===== src/inc/press_pkg.sv =====
// constants, field positions and encodings of the pressure register bank
package press_pkg;
    // ------------------------------------------------------------
    // register addresses
    // ------------------------------------------------------------
    localparam logic [6:0] ADDR_IRQ_CFG = 7'h0B;
    localparam logic [6:0] ADDR_THS_LOW = 7'h0C;
    localparam logic [6:0] ADDR_THS_HIGH = 7'h0D;
    localparam logic [6:0] ADDR_IDENTITY = 7'h0F;
    localparam logic [6:0] ADDR_CTRL_ONE = 7'h10;
    localparam logic [6:0] ADDR_CTRL_TWO = 7'h11;
    localparam logic [6:0] ADDR_CTRL_THREE = 7'h12;
    localparam logic [6:0] ADDR_QUEUE_CFG = 7'h14;
    localparam logic [6:0] ADDR_REF_XLOW = 7'h15;
    localparam logic [6:0] ADDR_REF_LOW = 7'h16;
    localparam logic [6:0] ADDR_REF_HIGH = 7'h17;
    localparam logic [6:0] ADDR_OFS_LOW = 7'h18;
    localparam logic [6:0] ADDR_OFS_HIGH = 7'h19;
    localparam logic [6:0] ADDR_RES_CFG = 7'h1A;
    localparam logic [6:0] ADDR_IRQ_SRC = 7'h25;
    localparam logic [6:0] ADDR_QUEUE_STATE = 7'h26;
    localparam logic [6:0] ADDR_SAMPLE_STATE = 7'h27;
    localparam logic [6:0] ADDR_PRESS_XLOW = 7'h28;
    localparam logic [6:0] ADDR_PRESS_LOW = 7'h29;
    localparam logic [6:0] ADDR_PRESS_HIGH = 7'h2A;
    localparam logic [6:0] ADDR_TEMP_LOW = 7'h2B;
    localparam logic [6:0] ADDR_TEMP_HIGH = 7'h2C;
    localparam logic [6:0] ADDR_FILTER_RES = 7'h33;
    // ------------------------------------------------------------
    // interrupt_config fields
    // ------------------------------------------------------------
    localparam int BIT_OFFSET_MODE = 7;
    localparam int BIT_OFFSET_CLEAR = 6;
    localparam int BIT_AUTOZERO = 5;
    localparam int BIT_ZERO_CLEAR = 4;
    localparam int BIT_THR_EN = 3;
    localparam int BIT_LATCH = 2;
    localparam int BIT_LOW_EN = 1;
    localparam int BIT_HIGH_EN = 0;
    // ------------------------------------------------------------
    // irq_source and sample_state fields
    // ------------------------------------------------------------
    localparam int SRC_ACTIVE = 2;
    localparam int SRC_LOW = 1;
    localparam int SRC_HIGH = 0;
    localparam int STAT_PRESS = 0;
    localparam int STAT_TEMP = 1;
    // ------------------------------------------------------------
    // reset values, widths and scaling
    // ------------------------------------------------------------
    localparam logic [7:0] RST_ZERO = 8'h00;
    localparam logic [7:0] RST_CTRL_TWO = 8'h10;
    localparam int PRESS_W = 24;
    localparam int TEMP_W = 16;
    localparam logic [7:0] SCALE_PAD = 8'h00; // times 256 for offset and threshold
    typedef enum logic [1:0] {
        BOOT_IDLE = 2'b00,
        BOOT_LOAD = 2'b01,
        BOOT_DONE = 2'b10
    } boot_t;
endpackage : press_pkg


===== src/inc/conv_if.sv =====
// carrier between the register bank and its threshold comparator
`timescale 1ns/100ps
interface conv_if;
    logic [23:0] diff;
    logic [23:0] limit;
    logic high;
    logic low;
    modport cmp (input diff, input limit, output high, output low);
    modport top (output diff, output limit, input high, input low);
endinterface : conv_if


===== src/verilog/pressure_reference_threshold_regs.sv =====
// register bank with pressure reference and threshold interrupt logic
// ----------------------------------------------------------------
// ----------------------------------------------------------------
`timescale 1ns/100ps
module pressure_reference_threshold_regs
    import press_pkg::*;
#(
    parameter logic [7:0] ID_CODE = 8'h5A, // arbitrary identity value
    parameter logic [7:0] CALIB_TRIM = 8'h3C // calibration word reloaded at boot
)
(
    input wire logic clk_sys,
    input wire logic rst,
    input wire logic [6:0] regAddr,
    input wire logic regWrite,
    input wire logic regRead,
    input wire logic [7:0] regWdata,
    output logic [7:0] regRdata,
    input wire logic convDone,
    input wire logic [PRESS_W-1:0] measPressure,
    input wire logic [TEMP_W-1:0] measTemp,
    output logic thresholdIrq,
    output logic [7:0] calibTrim,
    output logic bootDone
);
    typedef struct packed {
        logic [7:0] cfg;
        logic [7:0] thsLow;
        logic [7:0] thsHigh;
        logic [7:0] ctrlOne;
        logic [7:0] ctrlTwo;
        logic [7:0] ctrlThree;
        logic [7:0] queueCfg;
        logic [PRESS_W-1:0] refP;
        logic [15:0] offset;
        logic [7:0] resCfg;
        logic [7:0] src;
        logic statP;
        logic statT;
        logic [PRESS_W-1:0] pressOut;
        logic [TEMP_W-1:0] tempOut;
        logic zeroMode;
        logic offsetMode;
        logic [7:0] calib;
        boot_t boot;
        logic [7:0] rdata;
    } state_t;

    state_t st;
    state_t next_st;
    conv_if cf ();
    logic capZero;
    logic capOffset;
    logic modeActive;
    logic [PRESS_W-1:0] refNow;
    logic evHigh;
    logic evLow;

    // ------------------------------------------------------------
    // comparator hookup
    // ------------------------------------------------------------
    // a capture in this conversion makes the fresh sample the reference
    assign capZero = convDone && st.cfg[BIT_AUTOZERO];
    assign capOffset = convDone && st.cfg[BIT_OFFSET_MODE];
    assign refNow = (capZero || capOffset) ? measPressure : st.refP;
    assign modeActive = st.zeroMode || st.offsetMode || capZero || capOffset;
    assign cf.diff = measPressure - refNow;
    assign cf.limit = {st.thsHigh, st.thsLow, SCALE_PAD};
    assign evHigh = st.cfg[BIT_THR_EN] && modeActive && st.cfg[BIT_HIGH_EN] && cf.high;
    assign evLow = st.cfg[BIT_THR_EN] && modeActive && st.cfg[BIT_LOW_EN] && cf.low;

    threshold_compare u_cmp (
        .cf (cf)
    );

    // ------------------------------------------------------------
    // next state
    // ------------------------------------------------------------
    always_comb
    begin
        next_st = st;
        // boot sequence reloads calibration once after reset
        case (st.boot)
            BOOT_IDLE: next_st.boot = BOOT_LOAD;
            BOOT_LOAD:
            begin
                next_st.calib = CALIB_TRIM;
                next_st.boot = BOOT_DONE;
            end
            BOOT_DONE: next_st.boot = BOOT_DONE;
            default: next_st.boot = BOOT_IDLE;
        endcase
        // read answer and read side effects
        if (regRead)
        begin
            case (regAddr)
                ADDR_IRQ_CFG: next_st.rdata = st.cfg;
                ADDR_THS_LOW: next_st.rdata = st.thsLow;
                ADDR_THS_HIGH: next_st.rdata = st.thsHigh;
                ADDR_IDENTITY: next_st.rdata = ID_CODE;
                ADDR_CTRL_ONE: next_st.rdata = st.ctrlOne;
                ADDR_CTRL_TWO: next_st.rdata = st.ctrlTwo;
                ADDR_CTRL_THREE: next_st.rdata = st.ctrlThree;
                ADDR_QUEUE_CFG: next_st.rdata = st.queueCfg;
                ADDR_REF_XLOW: next_st.rdata = st.refP[7:0];
                ADDR_REF_LOW: next_st.rdata = st.refP[15:8];
                ADDR_REF_HIGH: next_st.rdata = st.refP[23:16];
                ADDR_OFS_LOW: next_st.rdata = st.offset[7:0];
                ADDR_OFS_HIGH: next_st.rdata = st.offset[15:8];
                ADDR_RES_CFG: next_st.rdata = st.resCfg;
                ADDR_IRQ_SRC: next_st.rdata = st.src;
                ADDR_SAMPLE_STATE: next_st.rdata = {6'h00, st.statT, st.statP};
                ADDR_PRESS_XLOW: next_st.rdata = st.pressOut[7:0];
                ADDR_PRESS_LOW: next_st.rdata = st.pressOut[15:8];
                ADDR_PRESS_HIGH: next_st.rdata = st.pressOut[23:16];
                ADDR_TEMP_LOW: next_st.rdata = st.tempOut[7:0];
                ADDR_TEMP_HIGH: next_st.rdata = st.tempOut[15:8];
                default: next_st.rdata = RST_ZERO;
            endcase
            if (regAddr == ADDR_IRQ_SRC && st.cfg[BIT_LATCH])
                next_st.src = RST_ZERO; // reading releases latched events
            if (regAddr == ADDR_PRESS_HIGH)
                next_st.statP = 1'b0;
            if (regAddr == ADDR_TEMP_HIGH)
                next_st.statT = 1'b0;
        end
        // writes; read-only and unmapped addresses fall to default
        if (regWrite)
        begin
            case (regAddr)
                ADDR_IRQ_CFG:
                begin
                    next_st.cfg = regWdata;
                    next_st.cfg[BIT_ZERO_CLEAR] = 1'b0;
                    next_st.cfg[BIT_OFFSET_CLEAR] = 1'b0;
                    if (regWdata[BIT_ZERO_CLEAR])
                    begin
                        next_st.zeroMode = 1'b0;
                        next_st.refP = '0;
                    end
                    if (regWdata[BIT_OFFSET_CLEAR])
                        next_st.offsetMode = 1'b0;
                end
                ADDR_THS_LOW: next_st.thsLow = regWdata;
                ADDR_THS_HIGH: next_st.thsHigh = regWdata;
                ADDR_CTRL_ONE: next_st.ctrlOne = regWdata;
                ADDR_CTRL_TWO: next_st.ctrlTwo = regWdata;
                ADDR_CTRL_THREE: next_st.ctrlThree = regWdata;
                ADDR_QUEUE_CFG: next_st.queueCfg = regWdata;
                ADDR_REF_XLOW: next_st.refP[7:0] = regWdata;
                ADDR_REF_LOW: next_st.refP[15:8] = regWdata;
                ADDR_REF_HIGH: next_st.refP[23:16] = regWdata;
                ADDR_OFS_LOW: next_st.offset[7:0] = regWdata;
                ADDR_OFS_HIGH: next_st.offset[15:8] = regWdata;
                ADDR_RES_CFG: next_st.resCfg = regWdata;
                default: next_st.rdata = next_st.rdata;
            endcase
        end
        // conversion: capture, output update and events; sets win
        if (convDone)
        begin
            if (capZero)
            begin
                next_st.refP = measPressure;
                next_st.zeroMode = 1'b1;
                next_st.cfg[BIT_AUTOZERO] = 1'b0;
            end
            if (capOffset)
            begin
                next_st.refP = measPressure;
                next_st.offsetMode = 1'b1;
                next_st.cfg[BIT_OFFSET_MODE] = 1'b0;
            end
            if (st.zeroMode || capZero)
                next_st.pressOut = measPressure - refNow;
            else if (st.offsetMode || capOffset)
                next_st.pressOut = measPressure - {st.offset, SCALE_PAD};
            else
                next_st.pressOut = measPressure;
            next_st.tempOut = measTemp;
            next_st.statP = 1'b1;
            next_st.statT = 1'b1;
            if (st.cfg[BIT_LATCH])
                next_st.src = next_st.src | {5'h00, evHigh || evLow, evLow, evHigh};
            else
                next_st.src = {5'h00, evHigh || evLow, evLow, evHigh};
        end
    end

    // ------------------------------------------------------------
    // state register
    // ------------------------------------------------------------
    always_ff @(posedge clk_sys or posedge rst)
    begin
        if (rst)
        begin
            st <= '0;
            st.ctrlTwo <= RST_CTRL_TWO;
            st.boot <= BOOT_IDLE;
        end
        else
        begin
            st <= next_st;
        end
    end

    // outputs straight from the state register
    assign regRdata = st.rdata;
    assign thresholdIrq = st.src[SRC_ACTIVE];
    assign calibTrim = st.calib;
    assign bootDone = (st.boot == BOOT_DONE);

    // ------------------------------------------------------------
    // assertions
    // ------------------------------------------------------------
    property p_reg_write;
        @(posedge clk_sys) disable iff (rst)
        regWrite && regAddr == ADDR_THS_LOW |=> st.thsLow == $past(regWdata);
    endproperty
    a_reg_write: assert property (p_reg_write) else $error("threshold low not stored");

    property p_boot_load;
        @(posedge clk_sys) disable iff (rst)
        $rose(bootDone) |-> calibTrim == CALIB_TRIM && $past(st.boot) == BOOT_LOAD;
    endproperty
    a_boot_load: assert property (p_boot_load) else $error("calibration not reloaded");

    property p_enable_gate;
        @(posedge clk_sys) disable iff (rst)
        convDone && !st.cfg[BIT_THR_EN] && !st.cfg[BIT_LATCH] |=> !thresholdIrq;
    endproperty
    a_enable_gate: assert property (p_enable_gate) else $error("event while disabled");

    property p_no_latch;
        @(posedge clk_sys) disable iff (rst)
        convDone && !st.cfg[BIT_LATCH] && !cf.high && !cf.low |=> st.src == RST_ZERO;
    endproperty
    a_no_latch: assert property (p_no_latch) else $error("unlatched event held");

    property p_low_event;
        @(posedge clk_sys) disable iff (rst)
        convDone && st.cfg[BIT_THR_EN] && st.cfg[BIT_LOW_EN] && modeActive && cf.low
        |=> st.src[SRC_LOW] && thresholdIrq;
    endproperty
    a_low_event: assert property (p_low_event) else $error("low event missed");

    property p_high_event;
        @(posedge clk_sys) disable iff (rst)
        convDone && st.cfg[BIT_THR_EN] && st.cfg[BIT_HIGH_EN] && modeActive && cf.high
        |=> st.src[SRC_HIGH] && thresholdIrq;
    endproperty
    a_high_event: assert property (p_high_event) else $error("high event missed");

    property p_zero_capture;
        @(posedge clk_sys) disable iff (rst)
        capZero |=> st.refP == $past(measPressure) && st.pressOut == '0 && st.zeroMode
            && !st.cfg[BIT_AUTOZERO];
    endproperty
    a_zero_capture: assert property (p_zero_capture) else $error("autozero capture wrong");

    property p_zero_clear;
        @(posedge clk_sys) disable iff (rst)
        regWrite && regAddr == ADDR_IRQ_CFG && regWdata[BIT_ZERO_CLEAR] && !convDone
        |=> !st.zeroMode && st.refP == '0 && !st.cfg[BIT_ZERO_CLEAR];
    endproperty
    a_zero_clear: assert property (p_zero_clear) else $error("zero clear failed");

    property p_offset_out;
        @(posedge clk_sys) disable iff (rst)
        convDone && st.offsetMode && !st.zeroMode && !capZero
        |=> st.pressOut == $past(measPressure) - {$past(st.offset), SCALE_PAD};
    endproperty
    a_offset_out: assert property (p_offset_out) else $error("offset output wrong");

    property p_offset_clear;
        @(posedge clk_sys) disable iff (rst)
        capOffset |=> !st.cfg[BIT_OFFSET_MODE] && st.offsetMode;
    endproperty
    a_offset_clear: assert property (p_offset_clear) else $error("offset bit stuck");

    property p_read_only;
        @(posedge clk_sys) disable iff (rst)
        regWrite && regAddr == ADDR_IRQ_SRC && !convDone && !regRead |=> $stable(st.src);
    endproperty
    a_read_only: assert property (p_read_only) else $error("read-only register written");

    // read answer, status, event bookkeeping and offset clear
    property p_read_answer;
        @(posedge clk_sys) disable iff (rst)
        regRead && regAddr == ADDR_IRQ_CFG |=> regRdata == $past(st.cfg);
    endproperty
    a_read_answer: assert property (p_read_answer) else $error("config read wrong");

    property p_status_set;
        @(posedge clk_sys) disable iff (rst)
        convDone |=> st.statP && st.statT;
    endproperty
    a_status_set: assert property (p_status_set) else $error("ready bits not set");

    property p_src_idle;
        @(posedge clk_sys) disable iff (rst)
        !convDone && !(regRead && regAddr == ADDR_IRQ_SRC) |=> $stable(st.src);
    endproperty
    a_src_idle: assert property (p_src_idle) else $error("event bits moved");

    property p_latch_hold;
        @(posedge clk_sys) disable iff (rst)
        st.cfg[BIT_LATCH] && thresholdIrq && !(regRead && regAddr == ADDR_IRQ_SRC)
        |=> thresholdIrq;
    endproperty
    a_latch_hold: assert property (p_latch_hold) else $error("latched event lost");

    property p_mode_gate;
        @(posedge clk_sys) disable iff (rst)
        convDone && !modeActive && !st.cfg[BIT_LATCH] |=> !thresholdIrq;
    endproperty
    a_mode_gate: assert property (p_mode_gate) else $error("event with no reference mode");

    property p_offset_end;
        @(posedge clk_sys) disable iff (rst)
        regWrite && regAddr == ADDR_IRQ_CFG && regWdata[BIT_OFFSET_CLEAR] && !convDone
        |=> !st.offsetMode && !st.cfg[BIT_OFFSET_CLEAR];
    endproperty
    a_offset_end: assert property (p_offset_end) else $error("offset clear failed");

    // main scenarios reached by the bench
    c_zero_mode: cover property (@(posedge clk_sys) disable iff (rst) capZero ##1 st.zeroMode);
    c_latched: cover property (@(posedge clk_sys) disable iff (rst)
        st.cfg[BIT_LATCH] && thresholdIrq ##1 thresholdIrq);
    c_offset_mode: cover property (@(posedge clk_sys) disable iff (rst) capOffset);
    c_low_irq: cover property (@(posedge clk_sys) disable iff (rst) evLow);
    c_high_irq: cover property (@(posedge clk_sys) disable iff (rst) evHigh);
endmodule : pressure_reference_threshold_regs


===== src/verilog/threshold_compare.sv =====
// signed differential pressure against a symmetric threshold
`timescale 1ns/100ps
module threshold_compare
    import press_pkg::*;
(
    conv_if.cmp cf
);
    logic signed [24:0] dExt;
    logic signed [24:0] lExt;

    // ------------------------------------------------------------
    // compare
    // ------------------------------------------------------------
    // diff is two's complement, limit is unsigned scaled threshold
    always_comb
    begin
        dExt = {cf.diff[23], cf.diff};
        lExt = {1'b0, cf.limit};
        cf.high = dExt > lExt;
        cf.low = dExt < -lExt;
    end
endmodule : threshold_compare

===== config.mk =====
export PLATFORM = sky130hd
export DESIGN_NAME = pressure_reference_threshold_regs
export DESIGN_NICKNAME = d
export VERILOG_FILES = /design/src/inc/press_pkg.sv /design/src/inc/conv_if.sv /design/src/verilog/pressure_reference_threshold_regs.sv /design/src/verilog/threshold_compare.sv
export SDC_FILE = /design/constraint.sdc
export NUM_CORES = 1
export LEC_CHECK = 0
export BUFFER_PORTS_ARGS = -buffer_cell sky130_fd_sc_hd__buf_2
export CORE_ASPECT_RATIO = 0.7
export CORE_MARGIN = 1.5
export CORE_UTILIZATION = 40
export DETAILED_ROUTE_END_ITERATION = 6
export GPL_TIMING_DRIVEN = 0
export PLACE_DENSITY = 0.64
export SETUP_SLACK_MARGIN = 0.05
export SLEW_MARGIN = 20
export SYNTH_ARGS = -nofsm -noshare
export SYNTH_HDL_FRONTEND = slang
export SYNTH_SLANG_ARGS = --single-unit

===== constraint.sdc =====
create_clock -name clk_sys -period 13.6 [get_ports clk_sys]
set_input_delay 1.36 -clock clk_sys [delete_from_list [all_inputs] [get_ports clk_sys]]
set_output_delay 1.36 -clock clk_sys [all_outputs]
set_load 0.02 [all_outputs]

**Word-level counts from Yosys, hierarchy flattened**

Index checks and enable logic that the tools add are counted.

- Register bits after elaboration: 165
- Input port bits: 60
- Output and inout bits: 18
- Logic and storage cells: 122

- Add/subtract/negate cells: 3
- Magnitude comparators: 2
- Equal/unequal tests: 23
- Mux-type cells: 39
- Bitwise operators: 1
- Reduce and logical (&&, ||, !) cells: 32

Operators with widths:

| operator | count |
|---|---|
| $mux W24 | 7 |
| $pmux W8 S21 | 1 |
| $mux W104 | 1 |
| $mux W8 | 12 |
| $eq A7 B5 Y1 const B | 10 |
| $mux W52 | 1 |
| $eq A7 B6 Y1 const B | 7 |
| $pmux W8 S2 | 3 |
| $sub A24 B24 Y24 | 2 |
| $eq A7 B4 Y1 const B | 4 |
| $gt A24 B25 Y1 | 1 |
| $lt A24 B25 Y1 | 1 |
| $neg A24 Y25 | 1 |
| $reduce_and A2 Y1 | 12 |
| $mux W1 | 10 |
| $mux W10 | 1 |
| $logic_and A1 B1 Y1 | 8 |
| $or A8 B3 Y8 | 1 |
| $logic_or A1 B1 Y1 | 7 |
| $reduce_bool A2 Y1 | 3 |
| $mux W2 | 2 |
| $pmux W2 S2 | 1 |
| $eq A2 B1 Y1 const B | 1 |
| $eq A2 B2 Y1 const B | 1 |
| 2 further kinds | 2 |

**Logic depth before layout (Yosys ltp)**

- Word-level depth: 10
- Depth in mapped cells: 28

**Modules after synthesis**

Synthesis repeated with hierarchy kept, for this count alone.

- Cell total of the unflattened synthesis: 1,280
- Area total of the unflattened synthesis: 11,980.2 um2

Modules (own cells, without submodules):

| module | times used | cells each | area each (um2) | sequential area each (um2) |
|---|---|---|---|---|
| pressure_reference_threshold_regs | 1 | 1,068 | 10,411.2 | 4,130.2 |
| threshold_compare | 1 | 212 | 1,569.0 | 0.0 |

**Worst setup path before layout**

OpenSTA, ideal clock, no wires.

- Path type: input -> register
- From: in convDone
- To: reg st (netlist bit thresholdIrq)
- Setup time: 136 ps
- Arrival time: 5,985 ps
- Path slack: 7,479 ps
- Cell stages on the path: 27
- Cells stage by stage: clkbuf_1 -> o21a_1 -> clkbuf_1 -> clkbuf_1 -> nand2_1 -> nand2_1 -> ha_1 -> inv_1 -> fa_1 -> a21o_1 -> a21oi_1 -> nor2b_1 -> o221ai_2 -> a211oi_1 -> or2_1 -> a211oi_1 -> xnor2_1 -> inv_1 -> ha_1 -> and4_1 -> a21oi_1 -> nand2_1 -> a31oi_1 -> o31ai_1 -> a21oi_1 -> mux2i_1 -> o211ai_1

RTL lines:

| element | line | RTL |
|---|---|---|
| start: declaration | pressure_reference_threshold_regs.sv:19 | `input wire logic convDone,` |
| end signal: assignment | pressure_reference_threshold_regs.sv:203 | `st <= next_st;` |
| end: declaration | pressure_reference_threshold_regs.sv:49 | `state_t st;` |

==> metrics.yaml <==
htreeDepth: 4
ff2ff_path_depth: 25
grt_pass1_wl_um: 57000
rows: 50
synth_cell_types: 71
yosys-top-cells-area: "dfrtp_1 37%, mux2_2 9.9%, ha_1 8.5%"
grt_setup_unrepaired: "false"
setup_tns_ns: 0
insertion_delay_ns: 0.43
max_freq_mhz: 128
worst_slew_pin_slew_ns: 1.16
status: "complete, no violations"
setup_viol: 0
ys_ff_latch: 165
r2r_start: "st[171]"
maxCapViolCount: 0
dr.pass1.iters: 5
netlist_instances: 1159
synthArstFlopShare: 1.00
grt_max_degree: 90
post_cts_resized: 0
path_max_fanout: 10
cp_common_cell: "clkbuf_1"
dp_slack_ns: 5.48
critPathTopFamily: "compound AO/OA/AOI/OAI gates"
dp_hpwl_um: 30000
cp.arrival_ns: 8.12
worst-setup-path-type: "in -> reg"
grt_pass1_vias: 8993
yosysWarnings: 0
relSlewSlack: 0.224
io_pins: 78
seq_area_frac_synth: 0.377
overflow: 0
slowest_delay_ns: 0.53
syn_to_final_growth_pct: 13.3
fin_crit_ns: 7.83
vias: 9914
drive_gt1_frac: 0.182
finalCritPeriodShare: 0.576
cts_setup_buffers: 0
setup.worst_path.start: "convDone"
hold_buffers: 0
end_kind: "flip-flop"
wirelength_um: 37800
setup_slack_ns: 5.77
crit_buf_inv: 5
detail_route.wl_per_cell_um: 23.2
place_congestion: 0.979
r2r_end: "thresholdIrq"
cp.depth: 26
clockBufferDepth: 2
skew_ns: 0.00905
syn_area_sq_um: 10900
clock-sinks: 165
crit_end: "thresholdIrq"
synth_edf_count: 0
yosysTopAreaCell: "dfrtp_1"
required_ns: 13.89
grtUsageTotal: 0.269
drt-initial-drc-count: 1271
power-per-cell-area_nw_per_um2: 184
dpl.cell_count: 1595
setup.worst_path.start_class: "input port"
die-area_sq_um: 28400
clk_pin_slew_ns: 0.06
die-width_um: 201
min_path_type: "reg -> reg"
nNetsFinal: 1386
io_buffers: 68
cts_tree: "yes"
core_area_sq_um: 26800
viasPerCell: 6.09
antenna_left: 0
drv_slew: 0
peakVddDrop_mv: 0.0977
synth_top_area_share: 0.375
power_w: 0.00228
p_leak_nw: 5.46
ys.flop_type: "dfrtp_1"
layoutNonFillerInstCount: 1627
start_util: 0.408
cts_inserted_buffers: 17
r2r_slack_ns: 6.57
cts-root-buf: "clkbuf_16"
antenna_cells: 0
slowest_stage: "clkbuf_1"
hold_violations: 0
syn_area_per_cell_sq_um: 9.44
die_h_um: 141
antenna_found_initial: 0
drc: 0
synth_stat cells (4+ instances only):
library cell  instances
nor2b_1              11
a22oi_1              72
a21o_1                6
a21oi_1              52
a21boi_0             23
a221oi_1              7
o21ai_0              74
and3_1                5
o211ai_1             24
dfrtp_1             164
nand4_1              21
buf_1                 6
a31oi_1               6
nor4_1                4
nor3b_1               4
nand2_1              91
nand3_1              16
o21a_1               16
o21bai_1              4
mux2_2               96
xor2_1                8
nor3_1               17
a222oi_1              5
ha_1                 74
or3_1                 5
nor2_1               88
inv_1                67
nand2b_1              9
xnor2_1              33
a211oi_1              6
clkbuf_1             39
buf_4                16
and2_1               12
mux2i_1              15
through the flow:
| stage | hold WS, ns | util | instance area, sq um |
|---|---|---|---|
| 2_1_floorplan | 0.444 | - | 11000 |
| 3_3_place_gp | 0.459 | 0.438 | 11800 |
| 3_5_place_dp | 0.474 | 0.439 | 11800 |
| 4_1_cts | 0.491 | 0.462 | 12400 |
| 5_1_grt | 0.510 | 0.462 | 12400 |
| 6_report | 0.492 | 0.462 | 12400 |
worst reg2reg max path, stage by stage (launching register included):
cell and delay [ns]:
dfrtp_1 0.51, o21a_1 0.28, clkbuf_1 0.42, clkbuf_1 0.54, nand2_1 0.15, nand2_1 0.09
ha_1 0.20, inv_1 0.07, fa_1 0.40, a21o_1 0.19, a21oi_1 0.22, nor2b_1 0.12
o221ai_2 0.32, a211oi_1 0.20, or2_1 0.36, a211oi_1 0.30, xnor2_1 0.22, inv_1 0.13
ha_1 0.34, nand4b_1 0.19, nor3_1 0.23, nand4_1 0.22, nor3_1 0.20, nand4_1 0.32
o21ai_0 0.52, o211ai_1 0.17
metal layers:
metal	up-vias	wire [um]	part of all wire	track usage
li1	4421	-	-	-
met1	4858	17300	0.46	0.414
met2	600	15100	0.40	0.367
met3	35	4980	0.13	0.0813
met4	0	406	0.011	0.0499
met5	-	0	0	0
how the worst min path moves through the flow:
stage | start | end | slack (ns) | cells after the start
global placement | st[61] | st[61] | 0.46 | 1
global route | st[66] | st[66] | 0.51 | 1
floorplan | st[61] | st[61] | 0.44 | 1
CTS | st[66] | st[66] | 0.49 | 1
finish | st[66] | st[66] | 0.49 | 1
detailed placement | st[66] | st[66] | 0.47 | 1
power by group:
group          switching (W)  leakage, nW  total [W]  internal, W
clock network       0.000209        0.286   0.000491     0.000282
registers           0.000101         2.11   0.000689     0.000588
logic               0.000662         3.07    0.00110     0.000438
total               0.000972         5.46    0.00228      0.00131
cell families (layout without fill, tap and decap cells):
logic type      count (synthesis)  after routing  share of synthesized area
simple gates                  300            300                      0.130
fa+ha+maj                      76             76                     0.0883
xor+xnor                       41             41                     0.0328
buf+inv                       131            232                     0.0506
flops                         165            165                      0.377
other cells                     1              4                   0.000343
compound gates                334            334                      0.208
mux                           111            111                      0.112
registers in the layout, summed over array words and instances, names as in the netlist:
| name | cells |
|---|---|
| cf.limit | 16 |
| thresholdIrq | 1 |
| regRdata | 8 |
| st | 139 |
| calibTrim | 1 |
placed cells by master (no fill, tap or decap), types with 5 or more instances in the layout:
master and n:
nor2b_1 11, clkinv_4 5, xor2_1 8, dfrtp_1 164, mux2_2 96, inv_1 66
clkbuf_16 17, a21boi_0 23, mux2i_1 15, a222oi_1 5, nand4_1 21, a31oi_1 6
xnor2_1 33, a22oi_1 72, a221oi_1 7, and3_1 5, or3_1 5, and2_1 12
buf_4 16, a21oi_1 52, a211oi_1 6, nor2_1 88, o21a_1 16, o211ai_1 24
nand2b_1 9, a21o_1 6, nor3_1 17, nand2_1 91, o21ai_0 73, buf_1 6
clkbuf_1 39, buf_2 70, ha_1 74, nand3_1 16
final cells by class:
class,count,area (sq um)
clock buffer,19,453
sequential,165,4130
tap,364,455
inverter,68,263
multi-input combinational,866,6280
buffer,63,299
clock inverter,13,149
timing repair buffer,69,368
fill,2570,14400
Power figures use the tool's default switching activity.
